`src/shared/spc_pkg.sv`:
```
// constants, register map and state type for the startup parameter check
// assumes a 20 MHz mclk and a 32-bit single-word register bus
package spc_pkg;

    // ==========================================================
    // clock and time
    localparam int unsigned CLK_PERIOD_NS = 50;
    localparam int unsigned MS_NS = 1000000;
    localparam int unsigned MS_CYCLES = MS_NS / CLK_PERIOD_NS;

    // ==========================================================
    // widths
    localparam int unsigned CH_W = 8;
    localparam int unsigned FPAR_BYTES = 14;
    localparam logic [3:0] FPAR_LAST_IDX = 4'hd;

    // ==========================================================
    // address range of source and destination fields
    localparam logic [15:0] ADDR_MIN = 16'h0001;
    localparam logic [15:0] ADDR_MAX = 16'hfffe;

    // ==========================================================
    // safety parameter block layout, lsb positions in the 112-bit shift
    // register, first byte received lands in the top byte
    localparam int unsigned FP_SRC_LSB = 96;
    localparam int unsigned FP_DST_LSB = 80;
    localparam int unsigned FP_WD_LSB = 64;
    localparam int unsigned FP_FLG1_LSB = 56;
    localparam int unsigned FP_FLG2_LSB = 48;
    localparam int unsigned FP_ICRC_LSB = 16;
    localparam int unsigned FP_FCRC_LSB = 0;

    // ==========================================================
    // crc
    localparam logic [31:0] CRC_INIT = 32'hffffffff;
    localparam logic [31:0] CRC_POLY = 32'hedb88320;

    // ==========================================================
    // register byte offsets
    localparam logic [7:0] REG_CTRL = 8'h00;
    localparam logic [7:0] REG_LADDR = 8'h04;
    localparam logic [7:0] REG_STATUS = 8'h08;
    localparam logic [7:0] REG_IRQ_STAT = 8'h0c;
    localparam logic [7:0] REG_IRQ_MASK = 8'h10;
    localparam logic [7:0] REG_CALC_CRC = 8'h14;
    localparam logic [7:0] REG_EXP_CRC = 8'h18;
    localparam logic [7:0] REG_WD_TIME = 8'h1c;
    localparam logic [7:0] REG_SRC_ADDR = 8'h20;
    localparam logic [7:0] REG_FLAGS = 8'h24;

    // control bits (write-one pulses)
    localparam int unsigned CTRL_LOAD_BIT = 0;
    localparam int unsigned CTRL_RESTART_BIT = 1;
    localparam int unsigned CTRL_REINIT_BIT = 2;

    // interrupt status bits
    localparam int unsigned IRQ_W = 4;
    localparam int unsigned EV_RUN = 0;
    localparam int unsigned EV_CFG_ERR = 1;
    localparam int unsigned EV_ADDR_ERR = 2;
    localparam int unsigned EV_WD_EXP = 3;

    // ==========================================================
    // reset values
    localparam logic [15:0] LADDR_RST = 16'h0000;
    localparam logic [IRQ_W-1:0] IRQ_MASK_RST = 4'h0;
    localparam logic [7:0] FW_REV_DEF = 8'h01;  // arbitrary value

    typedef enum logic [2:0] {
        SPC_INIT,
        SPC_IPAR,
        SPC_FWREV,
        SPC_FPAR,
        SPC_CHECK,
        SPC_RUN,
        SPC_FAILSAFE,
        SPC_CFG_ERR
    } spc_state_t;

endpackage

```
`src/design/spc_crc32.sv`:
```
// byte-serial 32-bit crc engine, one byte per clock
// assumes the caller clears it before a new data set
`timescale 1ns/1ps

module spc_crc32 (
    input wire logic mclk,
    input wire logic rst,
    input wire logic clr,
    input wire logic en,
    input wire logic [7:0] din,
    output logic [31:0] crc_q
);

    // ==========================================================
    // one byte step of the reflected polynomial
    function automatic logic [31:0] crc_step(input logic [31:0] c, input logic [7:0] d);
        logic [31:0] r;
        r = c ^ {24'h000000, d};
        for (int i = 0; i < 8; i++) begin
            r = r[0] ? ((r >> 1) ^ spc_pkg::CRC_POLY) : (r >> 1);
        end
        return r;
    endfunction

    // clear has priority so a new set never inherits a stale value
    always_ff @(posedge mclk) begin
        if (rst || clr) begin
            crc_q <= spc_pkg::CRC_INIT;
        end else if (en) begin
            crc_q <= crc_step(crc_q, din);
        end
    end

endmodule

```
`src/design/spc_check.sv`:
```
// startup parameter check of a safety slave with connection watchdog
// assumes ahb-lite single word transfers, one slave, bytes of the
// inter-controller channel are synchronous to mclk
`timescale 1ns/1ps

module spc_check #(
    parameter int unsigned MS_CYCLES = spc_pkg::MS_CYCLES,
    parameter logic [7:0] FW_REV = spc_pkg::FW_REV_DEF
) (
    input wire logic mclk,
    input wire logic rst,
    input wire logic hsel,
    input wire logic [31:0] haddr,
    input wire logic [1:0] htrans,
    input wire logic hwrite,
    input wire logic [2:0] hsize,
    input wire logic [31:0] hwdata,
    input wire logic hready,
    output logic [31:0] hrdata,
    output logic hreadyout,
    output logic hresp,
    input wire logic icc_valid,
    input wire logic icc_kind,
    input wire logic [7:0] icc_byte,
    input wire logic icc_last,
    output logic icc_ready,
    input wire logic cyc_valid,
    input wire logic cyc_ok,
    input wire logic [spc_pkg::CH_W-1:0] di_field,
    input wire logic [spc_pkg::CH_W-1:0] do_host,
    output logic [spc_pkg::CH_W-1:0] di_safe_q,
    output logic [spc_pkg::CH_W-1:0] do_safe_q,
    output logic run_q,
    output logic cfg_err_msg_q,
    output logic irq
);

    spc_pkg::spc_state_t state_q, state_d;
    logic wr_pend_q;
    logic [7:0] wr_addr_q;
    logic [31:0] hrdata_q;
    logic [15:0] laddr_q;
    logic [15:0] loc_addr_q;
    logic [spc_pkg::IRQ_W-1:0] irq_stat_q, irq_mask_q, ev_set;
    logic [111:0] fpar_q;
    logic [3:0] fidx_q;
    logic [15:0] ms_cnt_q, wd_cnt_q;
    logic [31:0] crc_raw, crc_final;
    logic ap, rd_clr, ld_p, rs_p, ri_p, icc_take, ipar_byte, fpar_byte;
    logic ms_tick, cyc_good, wd_exp, addr_ok, src_ok, crc_ok, check_ok;
    logic [15:0] f_src, f_dst, f_wd;

    // ==========================================================
    // bus slave: zero wait, always okay
    assign hreadyout = 1'b1;
    assign hresp = 1'b0;
    assign hrdata = hrdata_q;
    assign ap = hsel && hready && htrans[1];
    assign rd_clr = ap && !hwrite && (haddr == {24'h000000, spc_pkg::REG_IRQ_STAT});
    assign ld_p = wr_pend_q && (wr_addr_q == spc_pkg::REG_CTRL) && hwdata[spc_pkg::CTRL_LOAD_BIT];
    assign rs_p = wr_pend_q && (wr_addr_q == spc_pkg::REG_CTRL)
        && hwdata[spc_pkg::CTRL_RESTART_BIT];
    assign ri_p = wr_pend_q && (wr_addr_q == spc_pkg::REG_CTRL)
        && hwdata[spc_pkg::CTRL_REINIT_BIT];

    // address phase captured; upper address bits beyond the map are decoded
    always_ff @(posedge mclk) begin
        if (rst) begin
            wr_pend_q <= 1'b0;
            wr_addr_q <= 8'h00;
        end else begin
            wr_pend_q <= ap && hwrite && (haddr[31:8] == 24'h000000);
            wr_addr_q <= haddr[7:0];
        end
    end

    // read data is built in the address phase so it stands in the data phase
    always_ff @(posedge mclk) begin
        if (rst) begin
            hrdata_q <= 32'h00000000;
        end else if (ap && !hwrite) begin
            if (haddr[31:8] != 24'h000000) begin
                hrdata_q <= 32'h00000000;
            end else begin
                case (haddr[7:0])
                    spc_pkg::REG_LADDR: hrdata_q <= {16'h0000, laddr_q};
                    spc_pkg::REG_STATUS: hrdata_q <= {24'h000000, 4'h0, 1'b0, state_q};
                    spc_pkg::REG_IRQ_STAT: hrdata_q <= {28'h0000000, irq_stat_q};
                    spc_pkg::REG_IRQ_MASK: hrdata_q <= {28'h0000000, irq_mask_q};
                    spc_pkg::REG_CALC_CRC: hrdata_q <= crc_final;
                    spc_pkg::REG_EXP_CRC: hrdata_q <= fpar_q[spc_pkg::FP_ICRC_LSB +: 32];
                    spc_pkg::REG_WD_TIME: hrdata_q <= {16'h0000, f_wd};
                    spc_pkg::REG_SRC_ADDR: hrdata_q <= {16'h0000, f_src};
                    spc_pkg::REG_FLAGS: hrdata_q <= {fpar_q[spc_pkg::FP_FCRC_LSB +: 16],
                        fpar_q[spc_pkg::FP_FLG2_LSB +: 8], fpar_q[spc_pkg::FP_FLG1_LSB +: 8]};
                    default: hrdata_q <= 32'h00000000;
                endcase
            end
        end
    end

    // software registers: local address and interrupt mask
    always_ff @(posedge mclk) begin
        if (rst) begin
            laddr_q <= spc_pkg::LADDR_RST;
            irq_mask_q <= spc_pkg::IRQ_MASK_RST;
        end else if (wr_pend_q) begin
            if (wr_addr_q == spc_pkg::REG_LADDR) begin
                laddr_q <= hwdata[15:0];
            end
            if (wr_addr_q == spc_pkg::REG_IRQ_MASK) begin
                irq_mask_q <= hwdata[spc_pkg::IRQ_W-1:0];
            end
        end
    end

    // ==========================================================
    // interrupts: sticky, read clears, a new event beats the clear
    always_ff @(posedge mclk) begin
        if (rst) begin
            irq_stat_q <= '0;
        end else begin
            irq_stat_q <= (rd_clr ? '0 : irq_stat_q) | ev_set;
        end
    end
    assign irq = |(irq_stat_q & irq_mask_q);

    // ==========================================================
    // inter-controller channel intake
    assign icc_ready = (state_q == spc_pkg::SPC_IPAR) || (state_q == spc_pkg::SPC_FPAR);
    assign icc_take = icc_valid && icc_ready;
    assign ipar_byte = icc_take && !icc_kind && (state_q == spc_pkg::SPC_IPAR);
    assign fpar_byte = icc_take && icc_kind && (state_q == spc_pkg::SPC_FPAR);

    // crc restarts on each load; revision byte is appended after the set
    spc_crc32 u_crc (
        .mclk(mclk),
        .rst(rst),
        .clr(ld_p || ri_p),
        .en(ipar_byte || (state_q == spc_pkg::SPC_FWREV)),
        .din((state_q == spc_pkg::SPC_FWREV) ? FW_REV : icc_byte),
        .crc_q(crc_raw)
    );
    assign crc_final = ~crc_raw;

    // safety block bytes shift in, first byte ends up on top
    always_ff @(posedge mclk) begin
        if (rst) begin
            fpar_q <= '0;
            fidx_q <= 4'h0;
        end else if (ld_p || ri_p) begin
            fidx_q <= 4'h0;
        end else if (fpar_byte) begin
            fpar_q <= {fpar_q[103:0], icc_byte};
            fidx_q <= fidx_q + 4'h1;
        end
    end

    // local address is copied into protocol logic at load time only
    always_ff @(posedge mclk) begin
        if (rst) begin
            loc_addr_q <= 16'h0000;
        end else if (ld_p && (state_q == spc_pkg::SPC_INIT)) begin
            loc_addr_q <= laddr_q;
        end
    end

    // ==========================================================
    // checks made on the complete block
    assign f_src = fpar_q[spc_pkg::FP_SRC_LSB +: 16];
    assign f_dst = fpar_q[spc_pkg::FP_DST_LSB +: 16];
    assign f_wd = fpar_q[spc_pkg::FP_WD_LSB +: 16];
    assign src_ok = (f_src >= spc_pkg::ADDR_MIN) && (f_src <= spc_pkg::ADDR_MAX);
    assign addr_ok = (f_dst >= spc_pkg::ADDR_MIN) && (f_dst <= spc_pkg::ADDR_MAX)
        && (f_dst == loc_addr_q);
    assign crc_ok = fpar_q[spc_pkg::FP_ICRC_LSB +: 32] == crc_final;
    assign check_ok = src_ok && addr_ok && crc_ok;

    // ==========================================================
    // connection watchdog, counted in milliseconds while running
    assign cyc_good = cyc_valid && cyc_ok;
    assign ms_tick = ms_cnt_q == 16'(MS_CYCLES - 1);
    assign wd_exp = (state_q == spc_pkg::SPC_RUN) && ms_tick && (wd_cnt_q == 16'h0000)
        && !cyc_good;

    always_ff @(posedge mclk) begin
        if (rst) begin
            ms_cnt_q <= 16'h0000;
            wd_cnt_q <= 16'h0000;
        end else if ((state_q != spc_pkg::SPC_RUN) || cyc_good) begin
            ms_cnt_q <= 16'h0000;
            wd_cnt_q <= f_wd;
        end else if (ms_tick) begin
            ms_cnt_q <= 16'h0000;
            wd_cnt_q <= wd_cnt_q - 16'h0001;
        end else begin
            ms_cnt_q <= ms_cnt_q + 16'h0001;
        end
    end

    // ==========================================================
    // startup sequence; reinit from any state returns to init
    always_comb begin
        state_d = state_q;
        ev_set = '0;
        if (ri_p) begin
            state_d = spc_pkg::SPC_INIT;
        end else begin
            case (state_q)
                spc_pkg::SPC_INIT: begin
                    if (ld_p) begin
                        state_d = spc_pkg::SPC_IPAR;
                    end
                end
                spc_pkg::SPC_IPAR: begin
                    if (ipar_byte && icc_last) begin
                        state_d = spc_pkg::SPC_FWREV;
                    end
                end
                spc_pkg::SPC_FWREV: state_d = spc_pkg::SPC_FPAR;
                spc_pkg::SPC_FPAR: begin
                    if (fpar_byte && (fidx_q == spc_pkg::FPAR_LAST_IDX)) begin
                        state_d = spc_pkg::SPC_CHECK;
                    end
                end
                spc_pkg::SPC_CHECK: begin
                    if (check_ok) begin
                        state_d = spc_pkg::SPC_RUN;
                        ev_set[spc_pkg::EV_RUN] = 1'b1;
                    end else begin
                        state_d = spc_pkg::SPC_CFG_ERR;
                        ev_set[spc_pkg::EV_CFG_ERR] = !crc_ok;
                        ev_set[spc_pkg::EV_ADDR_ERR] = !(addr_ok && src_ok);
                    end
                end
                spc_pkg::SPC_RUN: begin
                    if (wd_exp) begin
                        state_d = spc_pkg::SPC_FAILSAFE;
                        ev_set[spc_pkg::EV_WD_EXP] = 1'b1;
                    end
                end
                spc_pkg::SPC_FAILSAFE: begin
                    if (rs_p) begin
                        state_d = spc_pkg::SPC_RUN;
                    end
                end
                spc_pkg::SPC_CFG_ERR: state_d = spc_pkg::SPC_CFG_ERR;
                default: state_d = spc_pkg::SPC_INIT;
            endcase
        end
    end

    always_ff @(posedge mclk) begin
        if (rst) begin
            state_q <= spc_pkg::SPC_INIT;
        end else begin
            state_q <= state_d;
        end
    end

    // ==========================================================
    // cyclic data passes only in run, otherwise fail-safe zeros
    always_ff @(posedge mclk) begin
        if (rst) begin
            di_safe_q <= '0;
            do_safe_q <= '0;
            run_q <= 1'b0;
            cfg_err_msg_q <= 1'b0;
        end else begin
            di_safe_q <= (state_q == spc_pkg::SPC_RUN) ? di_field : '0;
            do_safe_q <= (state_q == spc_pkg::SPC_RUN) ? do_host : '0;
            run_q <= state_d == spc_pkg::SPC_RUN;
            cfg_err_msg_q <= (state_q == spc_pkg::SPC_CHECK) && !crc_ok && !ri_p;
        end
    end

    // ==========================================================
    // checks
    property p_addr_load;
        @(posedge mclk) disable iff (rst)
        (ld_p && state_q == spc_pkg::SPC_INIT) |=> (loc_addr_q == $past(laddr_q));
    endproperty
    a_addr_load: assert property (p_addr_load) else $error("local address not loaded");

    property p_fw_fold;
        @(posedge mclk) disable iff (rst)
        (ipar_byte && icc_last && !ri_p) |=> (state_q == spc_pkg::SPC_FWREV)
            ##1 (state_q == spc_pkg::SPC_FPAR || $past(ri_p));
    endproperty
    a_fw_fold: assert property (p_fw_fold) else $error("revision byte not folded");

    property p_no_run_on_mismatch;
        @(posedge mclk) disable iff (rst)
        (state_q == spc_pkg::SPC_CHECK && !crc_ok && !ri_p) |=> !run_q
            && (state_q == spc_pkg::SPC_CFG_ERR);
    endproperty
    a_no_run_on_mismatch: assert property (p_no_run_on_mismatch) else $error("ran on crc mismatch");

    property p_addr_block;
        @(posedge mclk) disable iff (rst)
        (state_q == spc_pkg::SPC_CHECK && f_dst != loc_addr_q) |=> state_q != spc_pkg::SPC_RUN;
    endproperty
    a_addr_block: assert property (p_addr_block) else $error("ran with wrong address");

    property p_run_load;
        @(posedge mclk) disable iff (rst)
        (state_q == spc_pkg::SPC_CHECK && check_ok && !ri_p) |=> run_q && (wd_cnt_q == f_wd);
    endproperty
    a_run_load: assert property (p_run_load) else $error("run entry without watchdog load");

    property p_reload;
        @(posedge mclk) disable iff (rst)
        (state_q == spc_pkg::SPC_RUN && cyc_good) |=> (wd_cnt_q == f_wd) && (ms_cnt_q == 16'h0000);
    endproperty
    a_reload: assert property (p_reload) else $error("watchdog not reloaded");

    property p_expire;
        @(posedge mclk) disable iff (rst)
        (wd_exp && !ri_p) |=> (state_q == spc_pkg::SPC_FAILSAFE) ##1 (do_safe_q == '0)
            && (di_safe_q == '0) && irq_stat_q[spc_pkg::EV_WD_EXP];
    endproperty
    a_expire: assert property (p_expire) else $error("expiry not fail-safe");

    property p_cfg_msg;
        @(posedge mclk) disable iff (rst)
        $rose(cfg_err_msg_q) |-> ($past(state_q) == spc_pkg::SPC_CHECK) && (do_safe_q == '0)
            ##1 !cfg_err_msg_q;
    endproperty
    a_cfg_msg: assert property (p_cfg_msg) else $error("config error message wrong");

endmodule

```
`config.mk`:
```
export PLATFORM = sky130hd
export DESIGN_NAME = spc_check
export DESIGN_NICKNAME = d
export VERILOG_FILES = /design/src/shared/spc_pkg.sv /design/src/design/spc_crc32.sv /design/src/design/spc_check.sv
export SDC_FILE = /design/constraint.sdc
export NUM_CORES = 1
export LEC_CHECK = 0
export ABC_AREA = 1
export BUFFER_PORTS_ARGS = -buffer_cell sky130_fd_sc_hd__buf_4
export CAP_MARGIN = 10
export CORE_MARGIN = 3
export CORE_UTILIZATION = 52
export DETAILED_ROUTE_END_ITERATION = 8
export PLACE_DENSITY = 0.8
export SYNTH_ARGS = -nofsm -noshare
export SYNTH_HDL_FRONTEND = slang
export SYNTH_SLANG_ARGS = --single-unit
```
`constraint.sdc`:
```
create_clock -name mclk -period 2.15 [get_ports mclk]
set_clock_uncertainty 0.2 [all_clocks]
set_input_delay 0.1075 -clock mclk [delete_from_list [all_inputs] [get_ports mclk]]
set_output_delay 0.1075 -clock mclk [all_outputs]
set_load 0.02 [all_outputs]
```
Word level (Yosys, flattened, before mapping)
Index checks and enable logic that the tools add are counted.
{"block": "totals", "regBits": 282, "out_inout_bits": 54, "elab_cells": 144, "in_bits": 103}
{"block": "op_classes", "magnitude_cmp": 4, "bitwise": 14, "eq_ne": 25, "muxes": 28, "addsub": 3, "reduce_logical": 53}
{"cell": "$mux W32", "count": 9}
{"cell": "$pmux W32 S9", "count": 1}
{"cell": "$not A13 Y14", "count": 8}
{"cell": "$eq A8 B5 Y1 const B", "count": 5}
{"cell": "$eq A32 B32 Y1", "count": 1}
{"cell": "$eq A32 B4 Y1 const B", "count": 1}
{"cell": "$ge A16 B1 Y1 const B", "count": 2}
{"cell": "$le A16 B16 Y1 const B", "count": 2}
{"cell": "$mux W16", "count": 2}
{"cell": "$not A32 Y32", "count": 1}
{"cell": "$xor A32 B8 Y32", "count": 1}
{"cell": "$logic_and A1 B1 Y1", "count": 29}
{"cell": "$logic_not A24 Y1", "count": 1}
{"cell": "$pmux W3 S8", "count": 1}
{"cell": "$reduce_bool A24 Y1", "count": 1}
{"cell": "$mux W3", "count": 7}
{"cell": "$add A16 B1 Y16 const B", "count": 1}
{"cell": "$eq A16 B15 Y1 const B", "count": 1}
{"cell": "$eq A16 B16 Y1", "count": 1}
{"cell": "$eq A8 B3 Y1 const B", "count": 2}
{"cell": "$eq A8 B4 Y1 const B", "count": 2}
{"cell": "$eq A8 B6 Y1 const B", "count": 2}
{"cell": "$logic_not A16 Y1", "count": 1}
{"cell": "$sub A16 B1 Y16 const B", "count": 1}
{"cell": "other kinds (22)", "count": 44}

Longest topological paths before layout
Gate-level depths: netlist of run 1.
{"block": "depth", "depth_word": 19, "depth_mapped": 14, "depth_no_buf": 13}

By module
Synthesis of run 1 repeated with hierarchy kept, for this count alone.
{"block": "hier_totals", "cells_unflattened": 2061, "hier_area_um2": 14084.8}
{"module": "spc_check", "area_per_inst_um2": 11923.9, "seq_area_each_um2": 5004.8, "instances": 1, "cells_each": 1753}
{"module": "spc_crc32", "area_per_inst_um2": 2160.8, "seq_area_each_um2": 640.6, "instances": 1, "cells_each": 308}

Worst setup path before layout of run 1
No wires, ideal clock.
{"block": "synth_path", "path_type": "register -> register", "startpoint": "reg wd_cnt_q[0]", "endpoint": "reg state_q[0]", "slack_ps": 305, "required_time_ps": 1836, "setup_time_ps": 114, "n_path_buf": 0, "path_stages_with_launch": 13, "period_less_slack_ps": 1845, "t_arrival_ps": 1531, "path_cell_list": "dfxtp_1 inv_1 ha_1 inv_1 nor2_1 nand3_1 or2_2 nor2_1 nand2_1 nand2_1 nand2_1 o21bai_1 inv_1"}
{"block": "synth_between", "elab_chain_cells": 6}
{"element": "start: declaration", "line": "spc_check.sv:47", "source": "logic [15:0] ms_cnt_q, wd_cnt_q;"}
{"element": "start signal: assignment", "line": "spc_check.sv:192", "source": "wd_cnt_q <= f_wd;"}
{"element": "start signal: assignment", "line": "spc_check.sv:195", "source": "wd_cnt_q <= wd_cnt_q - 16'h0001;"}
{"element": "$logic_not A16 Y1", "line": "spc_check.sv:183", "source": "assign wd_exp = (state_q == spc_pkg::SPC_RUN) && ms_tick && (wd_cnt_q == 16'h0000)"}
{"element": "$logic_and A1 B1 Y1", "line": "spc_check.sv:183"}
{"element": "$logic_and A1 B1 Y1", "line": "spc_check.sv:184", "source": "&& !cyc_good;"}
{"element": "$mux W3", "line": "spc_check.sv:237", "source": "if (wd_exp) begin"}
{"element": "$pmux W3 S8", "line": "spc_check.sv:209", "source": "case (state_q)"}
{"element": "$mux W3", "line": "spc_check.sv:206", "source": "if (ri_p) begin"}
{"element": "end signal: assignment", "line": "spc_check.sv:255", "source": "state_q <= spc_pkg::SPC_INIT;"}
{"element": "end signal: assignment", "line": "spc_check.sv:257", "source": "state_q <= state_d;"}
{"element": "end: declaration", "line": "spc_check.sv:38", "source": "spc_pkg::spc_state_t state_q, state_d;"}
No other way between the ends.
A chain may end at the register's enable or synchronous reset.

Final worst setup path of run 1
Ends and elaborated chain as after synthesis.

==> impl_results.md, run 1 <==
- Largest net degree at the start of global routing: 78
- Async set or reset register ratio after synthesis: 0%
- Clock transition at the registers of the reported paths: 0.06 ns
- Setup TNS Final: 0 ns
- Mapped cell area: 0.0138 mm^2
- Max cap viols: 0
- Detail Placement HPWL: 31600 um
- Worst Hold Class: in2reg
- CP Capture Type: flop
- Max FO, Critical Path: 3
- Crit path time final: 2.06 ns
- Status: complete, no violations
- Vias in the first global route: 13700
- Yosys warnings: 0
- PortBufs: 134
- Slew @ Worst Pin: 0.706 ns
- Vias: 14800
- Share of the synthesized area in the top cell type: 41.0%
- Antenna-violating nets left: 0
- Worst hold slack: 0.0621 ns
- GR Overflow Total: 0
- Die width: 169 um
- Vias/cell: 5.59
- # IOs: 157
- Layout cells sized above 1: 15.9%
- Area contributors post-synth: dfxtp_1 41%, nand2_1 14%, a21oi_1 7.6%
- Syn avg cell area: 6.66 um^2
- WP data arrival: 2.31 ns
- CTS tree: built
- GP Congestion: 0.961
- Cell Pwr Density: 634 mW/mm^2
- Clock buffer count from CTS: 30
- Core area: 0.0256 mm^2
- Static leakage: 0.00753 uW
- Final setup viols: 0
- EDFF count, synth: 0
- VDD IR max: 0.728 mV
- Yosys cell types: 47
- Critical path required time: 2.40 ns
- Initial antenna violation count: 0
- Final wirelength: 45600 um
- Fillers: 2132
- WS Path Type: reg2reg
- DR WL/cell: 17.2 um
- FP Rows: 58
- CTS root buf: clkbuf_16
- Ys flop type: dfxtp_1
- Max clock buf depth: 3
- Chip Height: 169 um
- Max transition margin: 53.0%
- Area delta synth->final: 26.9%
- Die ar.: 0.0285 mm^2
- H-tree depth: 1
- Initial core utilization: 53.8%
- Finished Core Util: 68.2%
- Total GRT Usage: 30.3%
- Worst skew pair latency: 0.56 ns
- Critical Path Start Type: flop
- Post-Syn Nets: 2174
- Post-Syn Instances: 2067
- Hold Vio Cnt, Final: 0
- Initial DRC count: 1718
- Seq/Total Area, Yosys: 41.0%
- Max Slew Vio Count: 0
- Finished Layout Cells: 2650
- #FFs+latches synth: 282
- ANT cells: 0
- DRT Pass-1 Iters: 6
- Global-route wire length before repair: 70500 um
- Inst Count DP: 2516
- Yosys top cell by area: dfxtp_1
- Final Cycle Share: 95.8%
- Drc violations: 0
- FMAX: 485 MHz
- Sink Count: 282
- Final net count: 2403
[state kept, by name, indices dropped and copies added, names as in the netlist, 3 cells and up]
name	flops
fpar_q	112
irq_stat_q	4
state_q	3
laddr_q	16
wd_cnt_q	16
ms_cnt_q	16
fidx_q	4
irq_mask_q	4
di_safe_q	8
wr_addr_q	8
hrdata	32
do_safe_q	8
loc_addr_q	16
u_crc.crc_q	32
[cell usage in the layout, fill, tap and decap left out, types with 9 or more instances in the layout]
| master | instances |
|---|---|
| a21oi_1 | 208 |
| buf_12 | 16 |
| buf_4 | 201 |
| clkbuf_1 | 9 |
| clkbuf_16 | 33 |
| dfxtp_1 | 279 |
| dlygate4sd3_1 | 62 |
| inv_1 | 219 |
| inv_2 | 10 |
| nand2_1 | 510 |
| nand2_2 | 29 |
| nand3_1 | 101 |
| nor2_1 | 244 |
| nor2_2 | 16 |
| o211ai_1 | 13 |
| o21ai_0 | 173 |
| o21ai_1 | 25 |
| o221ai_1 | 16 |
| o22ai_1 | 22 |
| xor2_1 | 28 |
[worst max-delay path, stage by stage, from the launching register on]
cell	delay, ns
dfxtp_1	0.32
inv_1	0.09
ha_2	0.19
inv_1	0.08
nor2_2	0.14
nand3_1	0.10
or2_4	0.27
nor2_4	0.11
nand2_2	0.11
nand2_1	0.08
nand2_1	0.08
o21bai_1	0.14
inv_1	0.05
[Yosys cell counts (9+ instances only)]
cell type and number:
inv_2 11, nand2_2 21, o21ai_0 178, clkbuf_1 46
nor2_1 256, nand3_1 104, nand2_1 522, nor3_1 9
dfxtp_1 282, o21ai_1 21, xor2_1 28, inv_1 221
o221ai_1 17, o211ai_1 13, a21oi_1 209, buf_2 32
o22ai_1 22
[final timing paths]
check               from       endpoint  slack [ns]  cells after the start
max reg2reg  wd_cnt_q[0]     state_q[0]        0.09                     12
max          wd_cnt_q[0]     state_q[0]        0.09                     12
min reg2reg  ms_cnt_q[0]    ms_cnt_q[0]        0.25                      1
min               hready  irq_stat_q[2]        0.06                      8
[routing by layer]
metal,routed length [um],GRT usage (%),up-vias
met5,0,0,-
met4,2090,11.5,0
met3,3860,4.18,160
li1,-,-,7098
met1,18000,39.6,6816
met2,21700,51.1,750
[cells by family after synthesis]
logic type / after synthesis / share of synthesized area (%)
other cells: 2 / 0.0545
compound gates: 473 / 18.3
fa+ha+maj: 4 / 0.363
simple gates: 948 / 28.3
buf+inv: 320 / 9.28
xor+xnor: 38 / 2.66
flops: 282 / 41.0
[layout make-up]
class | instances | area, um^2 | area share (%)
Sequential cell | 282 | 5650 | 32.3
Inverter | 233 | 883 | 5.06
Clock inverter | 10 | 80.1 | 0.458
Clock buffer | 46 | 892 | 5.11
Multi-Input combinational cell | 1465 | 7000 | 40.1
Tap cell | 330 | 413 | 2.36
Timing Repair Buffer | 284 | 2550 | 14.6
[per-stage QoR]
stage / area, um^2 / setup WS, ns / power [uW]
floorplan: 13800 / 0.305 / 5680
global placement: 15500 / 0.0457 / 5920
detailed placement: 15500 / -0.0226 / 5930
CTS: 17100 / 0.00947 / 11100
global route: 17500 / -0.0307 / 11400
finish: 17500 / 0.0894 / 11100
[where the power goes]
part	internal [uW]	switching (uW)
clock network	2970	2170
registers	5230	4.02
logic	314	396
[repair_timing]
action                                 in CTS  in global routing
hold buffers                               62                  0
pin swaps                                   1                  5
cloned                                      0                  2
setup endpoints to repair                   7                168
buffers inserted                            4                 10
gates resized for setup                     2                 62
endpoints found under the hold margin     155                  0
No activity file was read; power rests on OpenSTA's default activity.
==> run 2: changes to the inputs <==
Settings changed: PLACE_DENSITY 0.8 to 0.72.
==> run 2 against run 1 <==
Fmax decreased by 1.5%. Combinational power grew 2%. Hold slack gained 0.014 ns. Setup slack worse by 0.032 ns. Sequential cell count is the same. Die area unchanged. Critical path depth decreased by 4. Register-to-register slack improved by 0.02 ns. Largest power group is now clock.
==> impl_results.md, run 2 (synthesis gave the netlist of run 1 again) <==
- Status: complete, no violations
- Pint: 8800 uW
- Max Slew Vio Count: 0
- Global-route wire length before repair: 70000 um
- Psw: 2600 uW
- CP dominant cell by count: dlygate4sd3_1
- Die width: 169 um
- Sink Count: 282
- Vias in the first global route: 13200
- Vias: 14500
- RSZ-0062 raised after global routing: yes
- Finished Layout Cells: 2668
- Worst Hold Launch: haddr[8]
- VDD IR max: 0.652 mV
- Critical path required time: 2.45 ns
- Max cap viols: 0
- Fillers: 2237
- Crit path largest cell delay: 0.58 ns
- Critical Path Start Type: input port
- Slew @ Worst Pin: 0.697 ns
- Largest register FFs: 112
- Die ar.: 0.0285 mm^2
- H-tree depth: 1
- Top reg by flops: fpar_q
- Static leakage: 0.00763 uW
- WP data arrival: 2.39 ns
- ANT cells: 0
- Worst skew pair latency: 0.58 ns
- Total GRT Usage: 30.4%
- GR Overflow Total: 0
- FF-to-FF End: state_q[2]
- CP Capture Type: flop
- Setup slack, reg-to-reg: 0.11 ns
- Hold path depth: 9
- Cell Chain, Critical Path: buf_4, clkinv_2, dlygate4sd3_1, buf_4, nand2_1, dlygate4sd3_1, nor3_2, dlygate4sd3_1
- CTS tree: built
- Max FO, Critical Path: 8
- Final setup viols: 0
- GP Congestion: 0.955
- Overall power: 11400 uW
- Clock power frac: 47.7%
- FP Rows: 58
- Detail Placement HPWL: 32000 um
- Commonest non-fill, non-tap cells in the layout: 515 x nand2_1, 280 x dfxtp_1, 248 x nor2_1, 217 x inv_1, 214 x buf_4
- Max transition margin: 53.5%
- Inst Count DP: 2538
- Chip Height: 169 um
- DRT Pass-1 Iters: 8
- Initial DRC count: 1368
- Most common cell after layout, fill and taps aside: nand2_1
- Clock buffer count from CTS: 30
- Initial core utilization: 53.8%
- Max clock buf depth: 3
- Sw Ratio: 22.8%
- Comb power frac: 6.4%
- Reg2Reg Depth: 10
- Flop pwr share: 45.9%
- FMAX: 478 MHz
- CTS root buf: clkbuf_16
- DR WL/cell: 16.9 um
- Cell Pwr Density: 647 mW/mm^2
- Core area: 0.0256 mm^2
- # IOs: 157
- Hold Vio Cnt, Final: 0
- Layout cells sized above 1: 15.9%
- CP max stage cell: dlygate4sd3_1
- Antenna-violating nets left: 0
- Vias/cell: 5.44
- PortBufs: 134
- Clock transition at the registers of the reported paths: 0.06 ns
- Worst R2R Start: state_q[0]
- Largest net degree at the start of global routing: 79
- Worst Hold Class: in2reg
- Final wirelength: 45100 um
- Crit path time final: 2.09 ns
- WS Path Type: in2reg
- Drc violations: 0
- Area delta synth->final: 27.8%
- Initial antenna violation count: 0
- Final net count: 2422
- Final Cycle Share: 97.3%
- Hold path endpoint: irq_stat_q[3]
-- run 2: worst max-delay path, delay by kind of cell --
kind | cells | cell delay [ns]
simple gates | 2 | 0.24
buf+inv | 6 | 2.06
-- run 2: area by class of cell --
cell class                      count  area (um^2)  share of cell area (%)
Timing Repair Buffer              301         2650                    15.1
Clock inverter                     11          158                   0.896
Tap cell                          330          413                    2.35
Inverter                          233          885                    5.02
Sequential cell                   282         5650                    32.1
Multi-Input combinational cell   1467         6960                    39.5
Clock buffer                       44          893                    5.07
-- run 2: power by group through the flow --
stage | clock (uW) | sequential, uW | combinational, uW
CTS | 5480 | 5240 | 697
global placement | 0 | 5350 | 592
floorplan | 0 | 5350 | 324
global route | 5700 | 5230 | 789
finish | 5440 | 5230 | 727
detailed placement | 0 | 5350 | 597
-- run 2: metrics by stage --
| stage | instance area (um^2) | utilization [%] | TNS [ns] | setup WS (ns) | hold slack, ns |
|---|---|---|---|---|---|
| floorplan | 13800 | - | 0 | 0.305 | 0.0145 |
| detailed placement | 15700 | 61.3 | 0 | 0.0184 | 0.127 |
| global route | 17600 | 68.7 | -0.145 | -0.0564 | 0.0977 |
| CTS | 17400 | 68.1 | 0 | 0.00804 | 0.0103 |
| global placement | 15700 | 61.3 | 0 | 0.0591 | 0.120 |
| finish | 17600 | 68.7 | 0 | 0.0571 | 0.0766 |
-- run 2: timing repair --
| item | in CTS | in global routing |
|---|---|---|
| resized for setup | 1 | 35 |
| setup buffers | 0 | 5 |
| setup endpoints to repair | 1 | 154 |
| hold buffers | 68 | 0 |
| hold endpoints to repair | 222 | 0 |
| cloned | 0 | 2 |
| pin swaps | 0 | 3 |
-- run 2: how the worst max path moves through the flow --
stage | from | depth (start not counted) | end
global route | state_q[0] | 13 | u_crc.crc_q[23]
finish | rst | 8 | wr_pend_q
global placement | wd_cnt_q[0] | 12 | state_q[0]
CTS | state_q[1] | 12 | u_crc.crc_q[19]
detailed placement | wd_cnt_q[0] | 12 | state_q[0]
floorplan | wd_cnt_q[0] | 12 | state_q[0]
-- run 2: metal layers --
layer,GRT usage (%),up-vias,share of wire [%]
li1,-,7154,-
met1,41.3,6700,42
met2,50.4,567,47
met3,4.06,96,7.5
met4,9.85,0,3.5
met5,0,-,0
==> run 3: changes to the inputs <==
Settings changed: CORE_UTILIZATION 52 to 34, PLACE_DENSITY 0.72 to unset.
==> run 3 against run 2 <==
Non-clock buffer count grew 11. Sequential share of layout area is 0.84 points lower. Combinational power rose by 3.7%. Hold slack got worse by 0.037 ns. Highest routed layer is now met5.
==> impl_results.md, run 3 (synthesis gave the netlist of run 1 again) <==
- Global-route wire length before repair: 74300 um
- Area delta synth->final: 31.2%
- WS Path Type: reg2reg
- CP Capture Type: flop
- FMAX: 483 MHz
- WP data arrival: 2.32 ns
- Static leakage: 0.00776 uW
- Max clock buf depth: 3
- Initial DRC count: 1038
- Die ar.: 0.0430 mm^2
- CTS tree: built
- CP max stage cell: dlygate4sd3_1
- VDD IR max: 0.606 mV
- GR Overflow Total: 0
- Reg2Reg Depth: 10
- FP Rows: 73
- Cell Chain, Critical Path: buf_4, nand2_1, nor2_2, nand3_2, inv_2, buf_4, dlygate4sd3_1, nand2_1, xor2_1, nor2_1
- Max cap viols: 0
- Critical Path Start Type: flop
- H-tree depth: 1
- # IOs: 157
- PortBufs: 134
- Final setup viols: 0
- GP Congestion: 0.943
- Max FO, Critical Path: 4
- Layout cells sized above 1: 16.9%
- Hold Vio Cnt, Final: 0
- Top reg by flops: fpar_q
- Vias/cell: 4.98
- Initial antenna violation count: 2
- Max transition margin: 51.7%
- Critical path required time: 2.40 ns
- Slew @ Worst Pin: 0.724 ns
- Fillers: 4019
- Chip Height: 207 um
- ANT cells: 0
- Final net count: 2432
- Crit path time final: 2.07 ns
- Commonest non-fill, non-tap cells in the layout: 512 x nand2_1, 278 x dfxtp_1, 248 x nor2_1, 223 x buf_4, 219 x inv_1
- Initial core utilization: 34.5%
- Antenna-violating nets left: 0
- DR WL/cell: 16.7 um
- Worst hold slack: 0.0399 ns
- Core area: 0.0399 mm^2
- Worst skew pair latency: 0.57 ns
- Largest net degree at the start of global routing: 83
- PnR worst setup slack: 0.0794 ns
- Drc violations: 0
- Final wirelength: 48100 um
- Detail Placement HPWL: 35200 um
- Cell Pwr Density: 651 mW/mm^2
- Finished Core Util: 45.3%
- Total GRT Usage: 21.3%
- Vias in the first global route: 13600
- Max Slew Vio Count: 0
- Final Cycle Share: 96.3%
- Most common cell after layout, fill and taps aside: nand2_1
- Clock transition at the registers of the reported paths: 0.06 ns
- RSZ-0062 raised after global routing: yes
- Crit path largest cell delay: 0.54 ns
- DRT Pass-1 Iters: 5
- Die width: 207 um
- Setup WS pre-CTS: 0.00831 ns
- Status: complete, no violations
- Largest register FFs: 112
- Worst Hold Class: in2reg
- Hold path depth: 9
- CTS root buf: clkbuf_16
- Setup slack, reg-to-reg: 0.08 ns
- Sink Count: 282
- Vias: 14300
- Clock buffer count from CTS: 31
[run 3: cell types whose count changed in the layout (fill, tap and decap cells not counted), moves of 3 or more]
cell | previous run | this run
nand2_1 | 515 | 512
nand3_1 | 103 | 99
inv_2 | 12 | 9
nand3_2 | 2 | 6
buf_4 | 214 | 223
clkbuf_16 | 30 | 33
dfxtp_2 | 1 | 4
[run 3: metal layers]
layer	share of wire [%]	global-route usage (%)
met5	0.11	0
met4	3.7	8.05
met3	5.8	2.96
met2	45	33.9
met1	46	29.6
[run 3: path summary, 6_finish.rpt]
path                             startpoint            end
worst max-delay path             state_q[0]      fidx_q[2]
worst min-delay path              haddr[12]  irq_stat_q[2]
worst min register to register  ms_cnt_q[0]    ms_cnt_q[0]
worst max register to register   state_q[0]      fidx_q[2]
[run 3: stage by stage]
step | instances | setup TNS [ns] | power (uW) | cell area, um^2
after global placement | 2745 | 0 | 5970 | 16000
after global routing | 2873 | -0.317 | 12100 | 18100
after floorplan | 2067 | 0 | 5680 | 13800
after CTS | 2869 | 0 | 11800 | 17800
after detailed placement | 2745 | 0 | 5980 | 16000
final | 2873 | 0 | 11800 | 18100
[run 3: power by group]
group	switching, uW	internal (uW)
Sequential	3.71	5230
Clock	2250	3530
Combinational	403	351
Total	2660	9110
[run 3: area by class of cell]
cell class	count	area, um^2	share of cell area (%)
clock buffers	43	911	5.04
clock inverters	13	194	1.07
inverters	233	886	4.90
multi-input cells	1465	6980	38.6
flip-flops and latches	282	5650	31.3
well taps	525	657	3.63
repair buffers	312	2800	15.5
[run 3: timing repair]
item / in CTS / in global routing
hold buffers: 68 / 0
endpoints found under the setup margin: 1 / 105
setup buffers: 0 / 2
endpoints found under the hold margin: 209 / 0
resized for setup: 1 / 43
pin swaps: 0 / 1
gates cloned: 0 / 2
[run 3: worst max-delay path: cells and delay by family (launching register included)]
kind	cells	cell delay (ns)
xor+xnor	1	0.13
buf+inv	4	0.84
flops	1	0.34
simple gates	5	0.45
